<file path="src/rtl/ext_bus_cfg_pkg.sv">
// Function
// - six 8-bit registers decode at lower addresses 0xfed0 through 0xfed5 in order.
// - area width register holds one bit per area, bit position equal to area number.
// - width bit 0 selects a 16-bit data bus, 1 selects an 8-bit data bus.
// - power-on loads width all ones in every mode; hardware standby loads all ones in modes 1-3, 5-7 and zeros in mode 4.
// - width and access-state registers hold their contents through manual reset and software standby.
// - on-chip memory and internal registers keep their fixed width regardless of width bits.
// - in normal mode only width bit 0 matters, for the whole external space.
// - access-state bit 0 gives two-state access, 1 gives three-state access.
// - the access-state bit also enables wait insertion when 1 and disables it when 0.
// - power-on or hardware standby loads the access-state register with all ones.
// - on-chip memory and internal registers keep their fixed state count regardless of state bits.
// - in normal mode only access-state bit 0 matters, for the whole external space.
// - power-on loads wait counts with 0xff, bus controls with 0xd0 and 0x3c, all kept on manual reset.
// - advanced mode splits external space into eight 2-Mbyte areas, normal mode uses one area.
// - program waits from the wait count field are inserted only when the area state bit is 1.
package ext_bus_cfg_pkg;
   localparam int          ADDR_W        = 16;
   localparam int          DATA_W        = 8;
   localparam int          AREA_N        = 8;
   localparam int          AREA_SHIFT    = 21;
   localparam logic [15:0] OFS_WIDTH     = 16'hfed0;
   localparam logic [15:0] OFS_STATES    = 16'hfed1;
   localparam logic [15:0] OFS_WAIT_UP   = 16'hfed2;
   localparam logic [15:0] OFS_WAIT_LO   = 16'hfed3;
   localparam logic [15:0] OFS_BCTL_UP   = 16'hfed4;
   localparam logic [15:0] OFS_BCTL_LO   = 16'hfed5;
   localparam logic [7:0]  RST_WIDTH_ON  = 8'hff;
   localparam logic [7:0]  RST_WIDTH_M4  = 8'h00;
   localparam logic [7:0]  RST_STATES    = 8'hff;
   localparam logic [7:0]  RST_WAIT      = 8'hff;
   localparam logic [7:0]  RST_BCTL_UP   = 8'hd0;
   localparam logic [7:0]  RST_BCTL_LO   = 8'h3c;
   localparam logic [2:0]  MODE_FOUR     = 3'h4;
   localparam logic [7:0]  RD_UNMAPPED   = 8'h00;
endpackage : ext_bus_cfg_pkg

</file>
<file path="src/rtl/ext_bus_cfg_regs.sv">
// The strobed register port was left to the implementer.
`timescale 1ns/1ns
`default_nettype none
module ext_bus_cfg_regs (
   input  wire logic                                 clk_i,
   input  wire logic                                 resetn_i,
   input  wire logic                                 hw_standby_i,
   input  wire logic [2:0]                           op_mode_i,
   input  wire logic                                 normal_mode_i,
   input  wire logic [ext_bus_cfg_pkg::ADDR_W-1:0]   reg_addr_i,
   input  wire logic [ext_bus_cfg_pkg::DATA_W-1:0]   reg_wdata_i,
   input  wire logic                                 reg_wr_i,
   input  wire logic                                 reg_rd_i,
   output logic      [ext_bus_cfg_pkg::DATA_W-1:0]   reg_rdata_o,
   input  wire logic                                 cycle_start_i,
   input  wire logic [23:0]                          cycle_addr_i,
   input  wire logic                                 cycle_internal_i,
   output logic                                      cycle_8bit_o,
   output logic                                      cycle_3state_o,
   output logic                                      cycle_wait_en_o,
   output logic      [1:0]                           cycle_wait_cnt_o,
   output logic      [7:0]                           bus_control_upper_o,
   output logic      [7:0]                           bus_control_lower_o
);
   import ext_bus_cfg_pkg::*;

   // ----------------------------------------------------------------
   // register storage
   // ----------------------------------------------------------------
   logic [7:0] area_bus_width_r;
   logic [7:0] area_access_states_r;
   logic [7:0] wait_count_upper_r;
   logic [7:0] wait_count_lower_r;
   logic [7:0] bus_control_upper_r;
   logic [7:0] bus_control_lower_r;
   logic       width_load_r;
   logic       mode_four_r;

   // strap mode after reset release, clocked so no port feeds async reset
   always_ff @(posedge clk_i or negedge resetn_i) begin
      if (!resetn_i) begin
         width_load_r <= 1'b1;
         mode_four_r  <= 1'b0;
      end else begin
         width_load_r <= hw_standby_i;
         mode_four_r  <= (op_mode_i == MODE_FOUR);
      end
   end

   // manual reset does not touch it
   always_ff @(posedge clk_i or negedge resetn_i) begin
      if (!resetn_i) begin
         area_bus_width_r <= RST_WIDTH_ON;
      end else if (hw_standby_i) begin
         area_bus_width_r <= RST_WIDTH_ON;
      end else if (width_load_r) begin
         area_bus_width_r <= mode_four_r ? RST_WIDTH_M4 : RST_WIDTH_ON;
      end else if (reg_wr_i && reg_addr_i == OFS_WIDTH) begin
         area_bus_width_r <= reg_wdata_i;
      end
   end

   always_ff @(posedge clk_i or negedge resetn_i) begin
      if (!resetn_i) begin
         area_access_states_r <= RST_STATES;
      end else if (hw_standby_i) begin
         area_access_states_r <= RST_STATES;
      end else if (reg_wr_i && reg_addr_i == OFS_STATES) begin
         area_access_states_r <= reg_wdata_i;
      end
   end

   always_ff @(posedge clk_i or negedge resetn_i) begin
      if (!resetn_i) begin
         wait_count_upper_r  <= RST_WAIT;
         wait_count_lower_r  <= RST_WAIT;
         bus_control_upper_r <= RST_BCTL_UP;
         bus_control_lower_r <= RST_BCTL_LO;
      end else if (hw_standby_i) begin
         wait_count_upper_r  <= RST_WAIT;
         wait_count_lower_r  <= RST_WAIT;
         bus_control_upper_r <= RST_BCTL_UP;
         bus_control_lower_r <= RST_BCTL_LO;
      end else if (reg_wr_i) begin
         if (reg_addr_i == OFS_WAIT_UP) begin
            wait_count_upper_r <= reg_wdata_i;
         end
         if (reg_addr_i == OFS_WAIT_LO) begin
            wait_count_lower_r <= reg_wdata_i;
         end
         if (reg_addr_i == OFS_BCTL_UP) begin
            bus_control_upper_r <= reg_wdata_i;
         end
         if (reg_addr_i == OFS_BCTL_LO) begin
            bus_control_lower_r <= reg_wdata_i;
         end
      end
   end

   // ----------------------------------------------------------------
   // read port
   // ----------------------------------------------------------------
   // read decode
   always_ff @(posedge clk_i or negedge resetn_i) begin
      if (!resetn_i) begin
         reg_rdata_o <= RD_UNMAPPED;
      end else if (reg_rd_i) begin
         case (reg_addr_i)
            OFS_WIDTH:   reg_rdata_o <= area_bus_width_r;
            OFS_STATES:  reg_rdata_o <= area_access_states_r;
            OFS_WAIT_UP: reg_rdata_o <= wait_count_upper_r;
            OFS_WAIT_LO: reg_rdata_o <= wait_count_lower_r;
            OFS_BCTL_UP: reg_rdata_o <= bus_control_upper_r;
            OFS_BCTL_LO: reg_rdata_o <= bus_control_lower_r;
            default:     reg_rdata_o <= RD_UNMAPPED;
         endcase
      end else begin
         reg_rdata_o <= RD_UNMAPPED;
      end
   end

   // ----------------------------------------------------------------
   // per-cycle attributes
   // ----------------------------------------------------------------
   logic [2:0] area_sel;
   logic [3:0] wait_pair;
   logic [1:0] wait_field;
   logic [15:0] wait_all;

   assign area_sel  = normal_mode_i ? 3'h0 : cycle_addr_i[AREA_SHIFT +: 3];
   assign wait_all  = {wait_count_upper_r, wait_count_lower_r};
   assign wait_pair = {area_sel, 1'b0};
   assign wait_field = wait_all[wait_pair +: 2];

   always_ff @(posedge clk_i or negedge resetn_i) begin
      if (!resetn_i) begin
         cycle_8bit_o     <= 1'b0;
         cycle_3state_o   <= 1'b0;
         cycle_wait_en_o  <= 1'b0;
         cycle_wait_cnt_o <= 2'h0;
      end else if (cycle_start_i) begin
         if (cycle_internal_i) begin
            cycle_8bit_o     <= 1'b0;
            cycle_3state_o   <= 1'b0;
            cycle_wait_en_o  <= 1'b0;
            cycle_wait_cnt_o <= 2'h0;
         end else begin
            cycle_8bit_o     <= area_bus_width_r[area_sel];
            cycle_3state_o   <= area_access_states_r[area_sel];
            cycle_wait_en_o  <= area_access_states_r[area_sel];
            cycle_wait_cnt_o <= area_access_states_r[area_sel] ? wait_field : 2'h0;
         end
      end
   end

   assign bus_control_upper_o = bus_control_upper_r;
   assign bus_control_lower_o = bus_control_lower_r;
endmodule : ext_bus_cfg_regs
`default_nettype wire

</file>
<file path="config.mk">
export PLATFORM = sky130hd
export DESIGN_NAME = ext_bus_cfg_regs
export DESIGN_NICKNAME = d
export VERILOG_FILES = /design/src/rtl/ext_bus_cfg_pkg.sv /design/src/rtl/ext_bus_cfg_regs.sv
export SDC_FILE = /design/constraint.sdc
export NUM_CORES = 1
export LEC_CHECK = 0
export ABC_AREA = 1
export BUFFER_PORTS_ARGS = -buffer_cell sky130_fd_sc_hd__buf_2
export CAP_MARGIN = 20
export CORE_MARGIN = 10
export CORE_UTILIZATION = 45
export DETAILED_ROUTE_END_ITERATION = 10
export PLACE_DENSITY = 0.7
export SYNTH_ARGS = -nofsm -noshare
export SYNTH_HDL_FRONTEND = slang
export SYNTH_SLANG_ARGS = --single-unit
</file>
<file path="constraint.sdc">
create_clock -name clk_i -period 1.2 [get_ports clk_i]
set_clock_uncertainty 0.05 [all_clocks]
set_input_delay 0 -clock clk_i [delete_from_list [all_inputs] [get_ports clk_i]]
set_output_delay 0 -clock clk_i [all_outputs]
set_load 0.01 [all_outputs]
</file>
==> run_results.csv <==
group,metric,value,unit
run_status,status,"finished, violations left",
run_status,violations,"negative setup slack",
yosys,syn_area,3525,sq um
floorplanning,core,7687,sq um
clock_network,cts_tree,"built",
sta,hold_violations,0,
final_layout,fin_area,4579,sq um
sta,fmax,822.8,MHz
sta,setup_violations,3,
yosys,yosysMostFrequentCell,"nand2_1",
final_layout,n_fill_cell,686,
clock_network,clock-sinks,62,
global_route,grt_max_degree,63,
routing,routed_wl,10500,um
routing,ant_nets,0,
placement,post_dp_cell_area,4145,sq um
floorplanning,die_y,108.5,um
yosys,synthTopCellsByCount,"nand2_1, dfstp_2, inv_1, nor2_1, nand3_1",
global_route,grt_first_pass_wirelength,16610,um
final_layout,fin_nets,609,
min_path,min_to,"bus_control_lower_o[7]",
yosys,yosysTopAreaCell,"dfstp_2",
routing,dr.pass1.iters,4,
placement,dp_cells,622,
min_path,hp-class,"primary input to flop",
setup_path,path_max_fanout,3,
min_path,hold_depth,3,
floorplanning,row_count,32,
power,p_leak,2.340,nW
sta,finalCriticalPeriod,1.215,ns
placement,gp_congestion,0.9487,
sta,setup_ws,-0.01534,ns
clock_network,htreeDepth,3,
final_layout,area_growth,29.93,%
sta,fin_tns_setup,-0.02915,ns
setup_path,crit_required,1.44,ns
flow_run,max-cap-violations,0,
final_layout,drive_gt1_frac,0.3820,
yosys,synth-edff-count,0,
floorplanning,die_w,108.5,um
yosys,syn-num-nets,497,
routing,drc,0,
sta,slew_headroom,0.6817,
power,clkPwrFrac,0.350,
power,intPower,0.003553,W
routing,avgViaCountPerCell,5.107,
sta,worst_slew_pin_slew,0.4756,ns
yosys,synthArstFlopShare,1.000,
setup_path,critical_path_class,"flop to flop",
placement,port_buffers,66,
yosys,synth_top_area_frac,0.2982,
setup_path,end_kind,"flop",
yosys,synth-main-ff-cell,"dfstp_2",
routing,drtIter0Drc,209,
sta,finalCritPeriodShare,1.013,
power,p_seq_frac,0.489,
yosys,synth.area.top_cells,"dfstp_2, nand2_1, dfrtp_1",
setup_path,crit_arrival,1.45,ns
setup_path,r2r_cells,8,
setup_path,r2r_slack,-0.02,ns
global_route,grt_pass1_vias,3346,
yosys,ys_seq_area_frac,0.4544,
placement,hpwl,7775,um
power,p_sw,0.001419,W
clock_network,cts-root-buf,"clkbuf_8",
global_route,grt_usage,0.1792,
clock_network,cts_made_buffers,9,
setup_path,reg2reg_to,"cycle_wait_cnt_o[0]",
setup_path,start_kind,"flop",
yosys,synth.distinct_cells,32,
power,power.density,1086,nW/um^2
yosys,synth-seq-cells,62,
sta,whs,0.06354,ns
clock_network,clock_path_buffers,2,
yosys,avgSynthCellArea,8.047,sq um
floorplanning,dieArea,11770,sq um
floorplanning,boundaryPins,88,
setup_path,r2r-start,"area_access_states_r[4]",
floorplanning,initial_core_util,0.4585,
sta,drv_slew,0,
clock_network,clkSlewWorstSetupHoldPaths,0.07,ns
final_layout,instances_no_fill,657,
clock_network,clk-insertion-delay-late,0.34,ns
yosys,synth_warnings,0,
power,irDropWorstVdd,0.5318,mV
routing,via_count,3355,
global_route,grt.overflow.total,0,
power,comb_power_share,0.161,
routing,wl_per_cell,15.98,um
sta,rsz0062_at_grt,"true",
power,switching_share,0.2854,
min_path,min_from,"reg_wr_i",
final_layout,num_antenna_cells,0,
yosys,syn_inst,438,
global_route,antenna_found_initial,0,
==> worst max-delay path: stages (launching register included) <==
cell and delay [ns]:
dfstp_2 0.55, inv_2 0.04, a21oi_2 0.11, o21ai_1 0.08, nand2_1 0.06, nand2_1 0.06, nand2_2 0.09, nand3_2 0.06
nand2_1 0.07
==> routing by layer <==
layer  share of wire  global-route usage
met3           0.065             0.03926
met2            0.51              0.3052
met1            0.41              0.2155
met5               0                   0
met4           0.019             0.06968
==> metrics by stage <==
step	worst slack (ns)	power (W)	util
floorplan	0.01429	0.002841	-
global placement	-0.1140	0.003152	0.5392
detailed placement	-0.1761	0.003171	0.5392
CTS	-0.003701	0.004939	0.5871
global route	-0.1208	0.005179	0.5957
finish	-0.01534	0.004973	0.5957
==> layout make-up <==
| class | instances | area, sq um | share of cell area |
|---|---|---|---|
| clock buffers | 13 | 168.9 | 0.03689 |
| clock inverters | 3 | 17.52 | 0.003825 |
| inverters | 42 | 157.7 | 0.03443 |
| multi-input cells | 322 | 1733 | 0.3784 |
| flip-flops and latches | 62 | 1602 | 0.3497 |
| well taps | 102 | 127.6 | 0.02787 |
| repair buffers | 113 | 773.2 | 0.1689 |
==> layout by cell type, fill, tap and decap left out, types with 7 or more instances in the layout <==
cell / Yosys / final
a21oi_2: 6 / 8
clkbuf_8: 0 / 12
dfrtp_1: 22 / 22
nand3_1: 36 / 34
nand2_1: 149 / 148
o21ai_1: 26 / 29
nor2_1: 37 / 35
nor2_4: 7 / 9
nand2_2: 6 / 7
inv_2: 3 / 9
dlygate4sd3_1: 0 / 16
buf_2: 3 / 66
a21oi_1: 19 / 17
dfstp_2: 40 / 40
inv_1: 39 / 33
buf_4: 2 / 27
==> cells by family (layout without fill, tap and decap cells) <==
family                 Yosys count  after routing  synth area share
DFF                             62             62            0.4544
AOI/OAI and AO/OA               70             70            0.1250
and+or+nand+nor                251            252            0.3461
buffers and inverters           55            171           0.07454
==> state kept, by name, indices dropped and copies added, names as in the netlist <==
register and cells:
area_access_states_r 8, area_bus_width_r 8, bus_control_lower_o 8, bus_control_upper_o 8, cycle_8bit_o 1, cycle_wait_cnt_o 2
cycle_wait_en_o 1, mode_four_r 1, reg_rdata_o 8, wait_count_lower_r 8, wait_count_upper_r 8, width_load_r 1
==> power by group through the flow <==
| stage | clock (W) | sequential, W | combinational [W] |
|---|---|---|---|
| after global placement | 0 | 0.00245 | 0.000698 |
| final | 0.00174 | 0.00243 | 0.000802 |
| after global routing | 0.00184 | 0.00245 | 0.000890 |
| after CTS | 0.00175 | 0.00242 | 0.000768 |
| after floorplan | 0 | 0.00244 | 0.000401 |
| after detailed placement | 0 | 0.00246 | 0.000714 |
==> repair_timing <==
action | 4_1_cts | 5_1_grt
pin swaps | 5 | 15
setup buffers | 1 | 2
resized for setup | 6 | 19
cloned | 0 | 1
hold endpoints to repair | 97 | 0
setup endpoints to repair | 11 | 12
hold buffers | 16 | 0
==> worst max path at each step <==
| stage | slack (ns) | cells after the start | startpoint | end |
|---|---|---|---|---|
| 2_1_floorplan | 0.01 | 6 | width_load_r | area_bus_width_r[6] |
| 3_3_place_gp | -0.11 | 8 | reg_addr_i[3] | area_bus_width_r[1] |
| 3_5_place_dp | -0.18 | 8 | reg_addr_i[3] | area_bus_width_r[1] |
| 4_1_cts | -0.004 | 8 | area_access_states_r[4] | cycle_wait_cnt_o[1] |
| 5_1_grt | -0.12 | 8 | area_access_states_r[4] | cycle_wait_cnt_o[0] |
| 6_report | -0.02 | 8 | area_access_states_r[4] | cycle_wait_cnt_o[0] |
No activity file was read; power rests on OpenSTA's default activity.
